$ cat config.mk
export PLATFORM = sky130hd
export DESIGN_NAME = tcs_timer_dev_flat
export DESIGN_NICKNAME = d
export VERILOG_FILES = /design/src/core/tcs_pkg.sv /design/src/core/tcs_bus_if.sv /design/src/core/tcs_timer_dev.sv /design/src/flat_wrapper.sv
export SDC_FILE = /design/constraint.sdc
export NUM_CORES = 1
export LEC_CHECK = 0
export BUFFER_PORTS_ARGS = -buffer_cell sky130_fd_sc_hd__buf_4
export CAP_MARGIN = 10
export CORE_UTILIZATION = 50
export CTS_CLUSTER_DIAMETER = 200
export DETAILED_ROUTE_END_ITERATION = 16
export GPL_TIMING_DRIVEN = 0
export PLACE_DENSITY = 0.8
export SLEW_MARGIN = 20
export SYNTH_ARGS = -nofsm -noshare
export SYNTH_HDL_FRONTEND = slang
export SYNTH_SLANG_ARGS = --single-unit
$ cat constraint.sdc
create_clock -name ref_clk -period 3.44 [get_ports ref_clk]
set_input_delay 0.688 -clock ref_clk [delete_from_list [all_inputs] [get_ports ref_clk]]
set_output_delay 0.688 -clock ref_clk [all_outputs]
set_load 0.1 [all_outputs]
$ cat src/core/tcs_pkg.sv
package tcs_pkg;
    localparam int NCH = 3;
    localparam int NSLOT = 4;
    localparam int AW = 5;
    localparam int DW = 16;
    // word map: channel c at c*CH_STRIDE, global word after the channels
    localparam logic [1:0] CH_STRIDE_SH = 2'h3;
    localparam logic [2:0] OFS_IER_SR = 3'h0;
    localparam logic [2:0] OFS_CNT = 3'h1;
    localparam logic [2:0] OFS_GEN_A = 3'h2;
    localparam logic [4:0] ADDR_RUN_SYNC = 5'h18;
    // enable register (high byte) and status register (low byte) fields
    localparam int BIT_ADC_EN = 7;
    localparam int BIT_FIXED_ONE = 6;
    localparam int BIT_UNF = 5;
    localparam int BIT_OVF = 4;
    localparam int BIT_GEN_D = 3;
    localparam int BIT_GEN_C = 2;
    localparam int BIT_GEN_B = 1;
    localparam int BIT_GEN_A = 0;
    localparam int BIT_DIR = 7;
    localparam logic [5:0] MASK_CH0 = 6'h1F;
    localparam logic [5:0] MASK_CH12 = 6'h33;
    localparam logic [2:0] RUN_MASK = 3'h7;
    localparam logic [15:0] CNT_RST = 16'h0000;
    localparam logic [15:0] GEN_RST = 16'hFFFF;
    localparam logic [15:0] CNT_MAX = 16'hFFFF;
    localparam logic [7:0] SYNC_RST = 8'h00;
    localparam logic [1:0] BE_WORD = 2'h3;
    localparam logic [1:0] BE_LO = 2'h1;
    localparam logic [1:0] BE_HI = 2'h2;
    // compare actions; in capture mode the same code picks the edge
    localparam logic [1:0] ACT_NONE = 2'h0;
    localparam logic [1:0] ACT_LOW = 2'h1;
    localparam logic [1:0] ACT_HIGH = 2'h2;
    localparam logic [1:0] ACT_TOGGLE = 2'h3;
    localparam logic [1:0] EDGE_RISE = 2'h1;
    localparam logic [1:0] EDGE_FALL = 2'h2;
    localparam logic [1:0] CLR_NONE = 2'h0;
    localparam logic [1:0] CLR_GEN_A = 2'h1;
    localparam logic [1:0] CLR_GEN_B = 2'h2;
    localparam logic [1:0] CLR_SYNC = 2'h3;
    typedef enum logic [2:0] {H_IDLE, H_RD, H_RD_DATA, H_CLR_RD, H_CLR_DATA, H_CLR_WR} tcs_hstate_t;
endpackage

$ cat src/core/tcs_bus_if.sv
`timescale 1ns/1ps
`default_nettype none
interface tcs_bus_if;
    logic [4:0] addr;
    logic [15:0] wdata;
    logic [1:0] be;
    logic wr;
    logic rd;
    logic [15:0] rdata;
    modport dev (input addr, input wdata, input be, input wr, input rd, output rdata);
    modport host (output addr, output wdata, output be, output wr, output rd, input rdata);
endinterface
`default_nettype wire

$ cat src/core/tcs_timer_dev.sv
`timescale 1ns/1ps
`default_nettype none
//Contract
// - overflow irq = overflow flag and bit4
// - underflow enable bit5 only channels 1,2
// - enables 3,2 only in channel 0
// - enables 1,0 gate gen B/A irqs
// - direction flag bit7, channels 1,2 only
// - underflow flag on 0000 to FFFF
// - overflow flag on FFFF to 0000
// - flag clears by zero after read one
// - software clears flags by writing zero
// - compare match sets gen event flag
// - capture copies counter, sets event flag
// - gen C/D flags only channel 0
// - three 16-bit counters reset to 0000
// - gen registers reset to FFFF
// - channel 0: C buffers A, D buffers B
// - run bits gate counters, upper bits zero
// - stop counter before mode/clock change
// - stop holds compare pin level
// - pin config write while stopped sets level
// - sync bit: counter write presets all synced
// - sync clear needs clear source selected
// - counters, gen registers word access only
// - byte registers take byte or word access
module tcs_timer_dev (
    input wire logic ref_clk,
    input wire logic rstn,
    tcs_bus_if.dev bus,
    input wire logic [2:0] count_tick,
    input wire logic [2:0] phase_mode,
    input wire logic [2:0] count_down,
    input wire logic [11:0] gen_is_capture,
    input wire logic [23:0] gen_action,
    input wire logic [5:0] clear_sel,
    input wire logic buf_a_en,
    input wire logic buf_b_en,
    input wire logic [11:0] capture_pin,
    input wire logic [11:0] pin_cfg_wr,
    input wire logic [11:0] pin_init_level,
    output logic [11:0] timer_io_pin,
    output logic [2:0] overflow_irq,
    output logic [2:0] underflow_irq,
    output logic [2:0] gen_a_irq,
    output logic [2:0] gen_b_irq,
    output logic [2:0] gen_c_irq,
    output logic [2:0] gen_d_irq
);
    logic [2:0] run_q;
    logic [7:0] sync_q;
    logic [15:0] rdata_q;
    logic [11:0] pin_s1_q;
    logic [11:0] pin_s2_q;
    logic [11:0] pin_s3_q;
    logic [15:0] cnt_w [3];
    logic [15:0] gen_w [3][4];
    logic [7:0] ier_w [3];
    logic [7:0] sr_w [3];
    logic [2:0] clr_ev;
    logic [1:0] acc_ch;
    logic [2:0] acc_ofs;
    logic glob_hit;
    logic word_ok;
    logic [2:0] cnt_wr;
    logic [2:0] sync_load;

    assign acc_ch = bus.addr[4:3];
    assign acc_ofs = bus.addr[2:0];
    assign glob_hit = (bus.addr == tcs_pkg::ADDR_RUN_SYNC);
    assign word_ok = (bus.be == tcs_pkg::BE_WORD);
    assign bus.rdata = rdata_q;

    // capture pins come from outside: two flops before any use
    always_ff @(posedge ref_clk or negedge rstn) begin
        if (!rstn) begin
            pin_s1_q <= 12'h000;
            pin_s2_q <= 12'h000;
            pin_s3_q <= 12'h000;
        end else begin
            pin_s1_q <= capture_pin;
            pin_s2_q <= pin_s1_q;
            pin_s3_q <= pin_s2_q;
        end
    end

    // byte lanes of the run/sync word are separate registers: 3 run bits in the high byte, 8 sync bits in the low byte
    always_ff @(posedge ref_clk or negedge rstn) begin
        if (!rstn) begin
            run_q <= 3'h0;
            sync_q <= tcs_pkg::SYNC_RST;
        end else if (bus.wr && glob_hit) begin
            if (bus.be[1]) begin
                run_q <= bus.wdata[10:8] & tcs_pkg::RUN_MASK;
            end
            if (bus.be[0]) begin
                sync_q <= bus.wdata[7:0];
            end
        end
    end

    // a bus write to a synchronized counter presets every synchronized counter; other writes load only their own counter
    always_comb begin
        for (int k = 0; k < tcs_pkg::NCH; k++) begin
            cnt_wr[k] = bus.wr && word_ok && !glob_hit && (acc_ch == 2'(k))
                && (acc_ofs == tcs_pkg::OFS_CNT);
        end
        for (int k = 0; k < tcs_pkg::NCH; k++) begin
            sync_load[k] = cnt_wr[k] || (sync_q[k] && |(cnt_wr & sync_q[2:0]));
        end
    end

    always_ff @(posedge ref_clk or negedge rstn) begin
        if (!rstn) begin
            rdata_q <= 16'h0000;
        end else if (bus.rd) begin
            if (glob_hit) begin
                rdata_q <= {5'h00, run_q, sync_q};
            end else if (acc_ch == 2'h3) begin
                rdata_q <= 16'h0000;
            end else if (acc_ofs == tcs_pkg::OFS_IER_SR) begin
                rdata_q <= {ier_w[acc_ch], sr_w[acc_ch]};
            end else if (acc_ofs == tcs_pkg::OFS_CNT) begin
                rdata_q <= cnt_w[acc_ch];
            end else if (acc_ofs >= tcs_pkg::OFS_GEN_A && acc_ofs <= 3'h5) begin
                rdata_q <= gen_w[acc_ch][2'(acc_ofs - tcs_pkg::OFS_GEN_A)];
            end else begin
                rdata_q <= 16'h0000;
            end
        end else begin
            rdata_q <= 16'h0000;
        end
    end

    for (genvar g = 0; g < 3; g++) begin : g_ch
        localparam int NG = (g == 0) ? 4 : 2;
        localparam logic [5:0] FMASK = (g == 0) ? tcs_pkg::MASK_CH0 : tcs_pkg::MASK_CH12;
        logic [15:0] cnt_q;
        logic [15:0] gen_q [4];
        logic [5:0] flag_q;
        logic [5:0] armed_q;
        logic [6:0] ier_q;
        logic [3:0] pin_q;
        logic [5:0] irq_q;
        logic tick;
        logic down;
        logic ovf;
        logic unf;
        logic self_clr;
        logic do_clr;
        logic sr_rd;
        logic sr_wr;
        logic ier_wr;
        logic [3:0] gen_wr;
        logic [3:0] is_buf;
        logic [3:0] match;
        logic [3:0] cap;
        logic [5:0] set_ev;
        logic [5:0] clr_req;

        assign tick = count_tick[g] && run_q[g];
        assign down = (g != 0) && phase_mode[g] && count_down[g];
        assign ovf = tick && !down && (cnt_q == tcs_pkg::CNT_MAX);
        assign unf = tick && down && (cnt_q == tcs_pkg::CNT_RST);
        assign sr_rd = bus.rd && !glob_hit && (acc_ch == 2'(g)) && (acc_ofs == tcs_pkg::OFS_IER_SR);
        assign sr_wr = bus.wr && !glob_hit && (acc_ch == 2'(g))
            && (acc_ofs == tcs_pkg::OFS_IER_SR) && bus.be[0];
        assign ier_wr = bus.wr && !glob_hit && (acc_ch == 2'(g))
            && (acc_ofs == tcs_pkg::OFS_IER_SR) && bus.be[1];
        assign is_buf = (g == 0) ? {buf_b_en, buf_a_en, 2'h0} : 4'h0;

        for (genvar j = 0; j < 4; j++) begin : g_slot
            if (j < NG) begin : g_on
                logic [1:0] act;
                logic rise;
                logic fall;
                assign act = gen_action[g*8+j*2 +: 2];
                assign rise = pin_s2_q[g*4+j] && !pin_s3_q[g*4+j];
                assign fall = !pin_s2_q[g*4+j] && pin_s3_q[g*4+j];
                assign match[j] = tick && !gen_is_capture[g*4+j] && !is_buf[j]
                    && (cnt_q == gen_q[j]);
                assign cap[j] = gen_is_capture[g*4+j] && !is_buf[j]
                    && ((act[0] && rise) || (act[1] && fall));
                assign gen_wr[j] = bus.wr && word_ok && !glob_hit && (acc_ch == 2'(g))
                    && (acc_ofs == 3'(j + 2));
                always_ff @(posedge ref_clk or negedge rstn) begin
                    if (!rstn) begin
                        pin_q[j] <= 1'b0;
                    end else if (pin_cfg_wr[g*4+j] && !run_q[g]) begin
                        pin_q[j] <= pin_init_level[g*4+j];
                    end else if (match[j]) begin
                        // a stopped counter makes no match, so the level holds
                        case (act)
                            tcs_pkg::ACT_LOW: pin_q[j] <= 1'b0;
                            tcs_pkg::ACT_HIGH: pin_q[j] <= 1'b1;
                            tcs_pkg::ACT_TOGGLE: pin_q[j] <= !pin_q[j];
                            default: pin_q[j] <= pin_q[j];
                        endcase
                    end
                end
            end else begin : g_off
                assign match[j] = 1'b0;
                assign cap[j] = 1'b0;
                assign gen_wr[j] = 1'b0;
                assign pin_q[j] = 1'b0;
            end
        end

        always_ff @(posedge ref_clk or negedge rstn) begin
            if (!rstn) begin
                // absent slots of channels 1 and 2 sit at zero so they read 0
                for (int j = 0; j < 4; j++) begin
                    gen_q[j] <= (j < NG) ? tcs_pkg::GEN_RST : 16'h0000;
                end
            end else begin
                for (int j = 0; j < 4; j++) begin
                    if (gen_wr[j]) begin
                        gen_q[j] <= bus.wdata;
                    end else if (cap[j]) begin
                        gen_q[j] <= cnt_q;
                    end else if (j < 2 && is_buf[j+2] && match[j]) begin
                        gen_q[j] <= gen_q[j+2];
                    end else if (j >= 2 && is_buf[j] && cap[j-2]) begin
                        gen_q[j] <= gen_q[j-2];
                    end
                end
            end
        end

        assign clr_ev[g] = (clear_sel[g*2 +: 2] == tcs_pkg::CLR_GEN_A && (match[0] || cap[0]))
            || (clear_sel[g*2 +: 2] == tcs_pkg::CLR_GEN_B && (match[1] || cap[1]));
        // sync clear follows any other synchronized channel's own clear
        assign self_clr = (clear_sel[g*2 +: 2] == tcs_pkg::CLR_SYNC) && sync_q[g]
            && |(clr_ev & sync_q[2:0] & ~(3'h1 << g));
        assign do_clr = clr_ev[g] || self_clr;

        always_ff @(posedge ref_clk or negedge rstn) begin
            if (!rstn) begin
                cnt_q <= tcs_pkg::CNT_RST;
            end else if (sync_load[g]) begin
                cnt_q <= bus.wdata;
            end else if (do_clr) begin
                cnt_q <= tcs_pkg::CNT_RST;
            end else if (tick) begin
                cnt_q <= down ? cnt_q - 16'h0001 : cnt_q + 16'h0001;
            end
        end

        assign set_ev = {unf, ovf, match | cap} & FMASK;
        assign clr_req = sr_wr ? (armed_q & ~bus.wdata[5:0]) : 6'h00;

        // set wins over a clear in the same cycle
        always_ff @(posedge ref_clk or negedge rstn) begin
            if (!rstn) begin
                flag_q <= 6'h00;
                armed_q <= 6'h00;
            end else begin
                flag_q <= (flag_q & ~clr_req) | set_ev;
                if (sr_rd) begin
                    armed_q <= flag_q;
                end else begin
                    armed_q <= armed_q & ~clr_req;
                end
            end
        end

        always_ff @(posedge ref_clk or negedge rstn) begin
            if (!rstn) begin
                ier_q <= 7'h00;
            end else if (ier_wr) begin
                ier_q <= {bus.wdata[15], bus.wdata[13:8] & FMASK};
            end
        end

        always_ff @(posedge ref_clk or negedge rstn) begin
            if (!rstn) begin
                irq_q <= 6'h00;
            end else begin
                irq_q <= flag_q & ier_q[5:0];
            end
        end

        assign ier_w[g] = {ier_q[6], 1'b1, ier_q[5:0]};
        assign sr_w[g] = {(g != 0) && !down, 1'b1, flag_q};
        assign cnt_w[g] = cnt_q;
        for (genvar j = 0; j < 4; j++) begin : g_exp
            assign gen_w[g][j] = gen_q[j];
        end
        assign timer_io_pin[g*4 +: 4] = pin_q;
        assign overflow_irq[g] = irq_q[tcs_pkg::BIT_OVF];
        assign underflow_irq[g] = irq_q[tcs_pkg::BIT_UNF];
        assign gen_a_irq[g] = irq_q[tcs_pkg::BIT_GEN_A];
        assign gen_b_irq[g] = irq_q[tcs_pkg::BIT_GEN_B];
        assign gen_c_irq[g] = irq_q[tcs_pkg::BIT_GEN_C];
        assign gen_d_irq[g] = irq_q[tcs_pkg::BIT_GEN_D];
    end
endmodule
`default_nettype wire

$ cat src/flat_wrapper.sv
// flat-port wrapper written by rule: the top's interface ports become plain ports
module tcs_timer_dev_flat 
  (ref_clk, rstn, count_tick, phase_mode, count_down, gen_is_capture, gen_action, clear_sel, buf_a_en, buf_b_en, capture_pin, pin_cfg_wr, pin_init_level, timer_io_pin, overflow_irq, underflow_irq, gen_a_irq, gen_b_irq, gen_c_irq, gen_d_irq, bus_addr, bus_wdata, bus_be, bus_wr, bus_rd, bus_rdata);
  tcs_bus_if bus_i ();
  input wire logic ref_clk;
  input wire logic rstn;
  input wire logic [2:0] count_tick;
  input wire logic [2:0] phase_mode;
  input wire logic [2:0] count_down;
  input wire logic [11:0] gen_is_capture;
  input wire logic [23:0] gen_action;
  input wire logic [5:0] clear_sel;
  input wire logic buf_a_en;
  input wire logic buf_b_en;
  input wire logic [11:0] capture_pin;
  input wire logic [11:0] pin_cfg_wr;
  input wire logic [11:0] pin_init_level;
  output logic [11:0] timer_io_pin;
  output logic [2:0] overflow_irq;
  output logic [2:0] underflow_irq;
  output logic [2:0] gen_a_irq;
  output logic [2:0] gen_b_irq;
  output logic [2:0] gen_c_irq;
  output logic [2:0] gen_d_irq;
  input wire logic [$bits(bus_i.addr)-1:0] bus_addr;
  input wire logic [$bits(bus_i.wdata)-1:0] bus_wdata;
  input wire logic [$bits(bus_i.be)-1:0] bus_be;
  input wire logic [$bits(bus_i.wr)-1:0] bus_wr;
  input wire logic [$bits(bus_i.rd)-1:0] bus_rd;
  output wire logic [$bits(bus_i.rdata)-1:0] bus_rdata;
  assign bus_i.addr = bus_addr;
  assign bus_i.wdata = bus_wdata;
  assign bus_i.be = bus_be;
  assign bus_i.wr = bus_wr;
  assign bus_i.rd = bus_rd;
  assign bus_rdata = bus_i.rdata;
  tcs_timer_dev u_core (.ref_clk(ref_clk), .rstn(rstn), .bus(bus_i), .count_tick(count_tick), .phase_mode(phase_mode), .count_down(count_down), .gen_is_capture(gen_is_capture), .gen_action(gen_action), .clear_sel(clear_sel), .buf_a_en(buf_a_en), .buf_b_en(buf_b_en), .capture_pin(capture_pin), .pin_cfg_wr(pin_cfg_wr), .pin_init_level(pin_init_level), .timer_io_pin(timer_io_pin), .overflow_irq(overflow_irq), .underflow_irq(underflow_irq), .gen_a_irq(gen_a_irq), .gen_b_irq(gen_b_irq), .gen_c_irq(gen_c_irq), .gen_d_irq(gen_d_irq));
endmodule
==> run metrics <==
status=complete, but fails checks; failing checks=negative setup slack; Post-Route WL=86660 um; CP top delay family=simple AND/OR/NAND/NOR gates; share of layout cells above drive strength 1=0.1885; origin of the worst setup path=u_core.g_ch[0].gen_q[43]; final setup violation count=5; synthesized area per cell=8.685 um^2; root buffer cell=clkbuf_16; Crit Reg-Reg Startpoint=u_core.g_ch[0].gen_q[43]; GP Congestion=1.089; unrepaired setup endpoints after global routing=false; initial drt markers=2684; Buf/Inv on CP=1; DR vias=19804; hold crit path type=in -> async; fin. max-slew vios=0; Total Power=15300 uW; final hold vios=0; synth top area cells=dfrtp_1, dfstp_2, mux2i_1; Distinct cells, synth=85; nets@finish=2614; Synth Flop Type=dfrtp_1; Post-synth EDFFs=0; Worst Tran Pin Value=1.325 ns; FF/Latch Area=7670 um^2; Hold Slack=0.01867 ns; Setup CP Type=reg -> reg; Power Density=668.2 nW/um^2; max-cap violation count=0; area delta synth->final=15.46%; Crit Path Max Fanout=10; io pins=162; wire length per cell=28.80 um; CP Cell Sequence=xnor2_1, nand4_1, or4_1, nor4_4, o2111a_1, or3_1, a41o_2, buf_4, o31ai_1; slowest CP cell=dfstp_2; initial antenna violation count=6; GR Overflow Total=0; final setup margin=-0.01060 ns; mapped cell area=19830 um^2; synth cell count leaders=nand2_1, o21ai_0, dfrtp_1; Crit path required time=3.87 ns; All-Layer GR Usage=0.4255; Leak=0.009550 uW; worst stage delay on the critical path=0.64 ns; Post-DRT Antenna Nets=0; Syn. warnings=0; die area=40460 um^2; fillers=3439; Max VDD drop=0.3953 mV; Finished Layout Cells=3009; Die Height=201.1 um; top cell type by total area after synthesis=dfrtp_1; Seq cells post-synth=300; drt via density=6.582; Starting Density=0.5095; # port buffers=122; vias in the first global route=19193; most common cell in the netlist=nand2_1; critical path launch point type=register; clk buf depth=3; Critical Path End Type=register; Die W=201.1 um; Seq/Total Area, Yosys=0.3867; Gate Count Post-Synth=2283; Initial DRT Pass Iterations=8; first-pass GRT wire length=126100 um; # rows=72; CTS tree=built; slew margin rel.=0.1165; CTS Sinks=300; Worst Skew=0.02862 ns; Final HPWL DP=63200 um; CTS buffer count=36; CTS clk-pin slew, worst paths=0.06 ns; final worst-path cycle share=1.003; hold_buf cts=0; core area=38920 um^2; H-Tree Depth=2; asr flop ratio synth=1.000; area occupied by multi-input gates=11340 um^2; Yosys top cell area share=0.2171; worst skew pair latency=0.58 ns; Tmin final=3.451 ns; Residual DRC=0; Cells after DPL=2935; Arr. time, crit path=3.88 ns; fmax=289.8 MHz; largest net degree at the start of global routing=96
## cell type report
class | count | area share
tap | 518 | 0.02831
timing repair buffer | 132 | 0.04667
inverter | 24 | 0.004263
buffer | 206 | 0.04012
clock inverter | 8 | 0.002405
clock buffer | 57 | 0.04771
antenna | 3 | 0.0003279
multi-input combinational | 1761 | 0.4952
sequential | 300 | 0.3350
## per-stage QoR
step / util / setup WS, ns / instance area [um^2] / setup TNS [ns]
global placement: 0.5504 / -0.9466 / 21420 / -195.83
finish: 0.5883 / -0.01060 / 22890 / -0.02564
CTS: 0.5863 / 0.01121 / 22820 / 0
floorplan: - / 0.04047 / 19860 / 0
detailed placement: 0.5534 / -0.9927 / 21540 / -33.25
global route: 0.5881 / 0.007047 / 22890 / 0
## registers in the layout (all words and copies together) (netlist names), 13 cells and up
signal / cells
u_core.g_ch.flag_q: 18
u_core.g_ch.cnt_q: 48
u_core.g_ch.gen_q: 128
u_core.g_ch.ier_q: 16
u_core.g_ch.irq_q: 13
u_core.bus.rdata: 16
u_core.g_ch.armed_q: 18
## report_power, final
part | internal [uW] | switching [uW]
Combinational | 2160 | 3630
Clock | 2190 | 1620
Sequential | 4660 | 1040
Total | 9000 | 6300
## path summary, 6_finish.rpt
kind                                      endpoint  cells past startpoint  slack [ns]
max                        u_core.g_ch[2].cnt_q[5]                      9       -0.01
min in group ref_clk            u_core.pin_s1_q[2]                      1        0.22
max in group asynchronous          u_core.run_q[2]                      3        2.20
min reg2reg                     u_core.pin_s2_q[3]                      0        0.35
min                        u_core.g_ch[0].cnt_q[9]                      1        0.02
max reg2reg                u_core.g_ch[2].cnt_q[5]                      9       -0.01
## layer usage
metal | track usage | share of wire
met5 | 0 | 0.00092
met4 | 0.2593 | 0.070
met3 | 0.1189 | 0.12
met2 | 0.6222 | 0.42
met1 | 0.5588 | 0.39
## cell families after synthesis
logic type	share of synthesized area
xor+xnor	0.06670
fa+ha+maj	0.02411
flops	0.3867
other cells	0.0001891
simple gates	0.1725
buf+inv	0.04979
mux	0.1119
compound gates	0.1880
## worst reg2reg max path, cell delays in order (launching register included)
cell and delay [ns]:
dfstp_2 0.64, xnor2_1 0.20, nand4_1 0.14, or4_1 0.53
nor4_4 0.56, o2111a_1 0.38, or3_1 0.14, a41o_2 0.36
buf_4 0.25, o31ai_1 0.11
## cells in the final DEF, fill, tap and decap left out, types with 46 or more instances in the layout
master,synthesis,routed
o21ai_0,245,243
clkbuf_1,138,135
a21oi_1,128,128
mux2i_1,170,170
dfrtp_1,172,170
nor2_1,127,126
mux2_2,46,46
xnor2_1,98,98
xor2_1,53,53
nand2_1,364,362
dfstp_2,128,128
buf_4,14,140
## repair_timing
item	in CTS	in global routing
setup buffers	6	0
setup endpoints to repair	51	22
cloned	0	0
resized for setup	22	17
pin swaps	0	2
No activity file was read; power rests on OpenSTA's default activity.
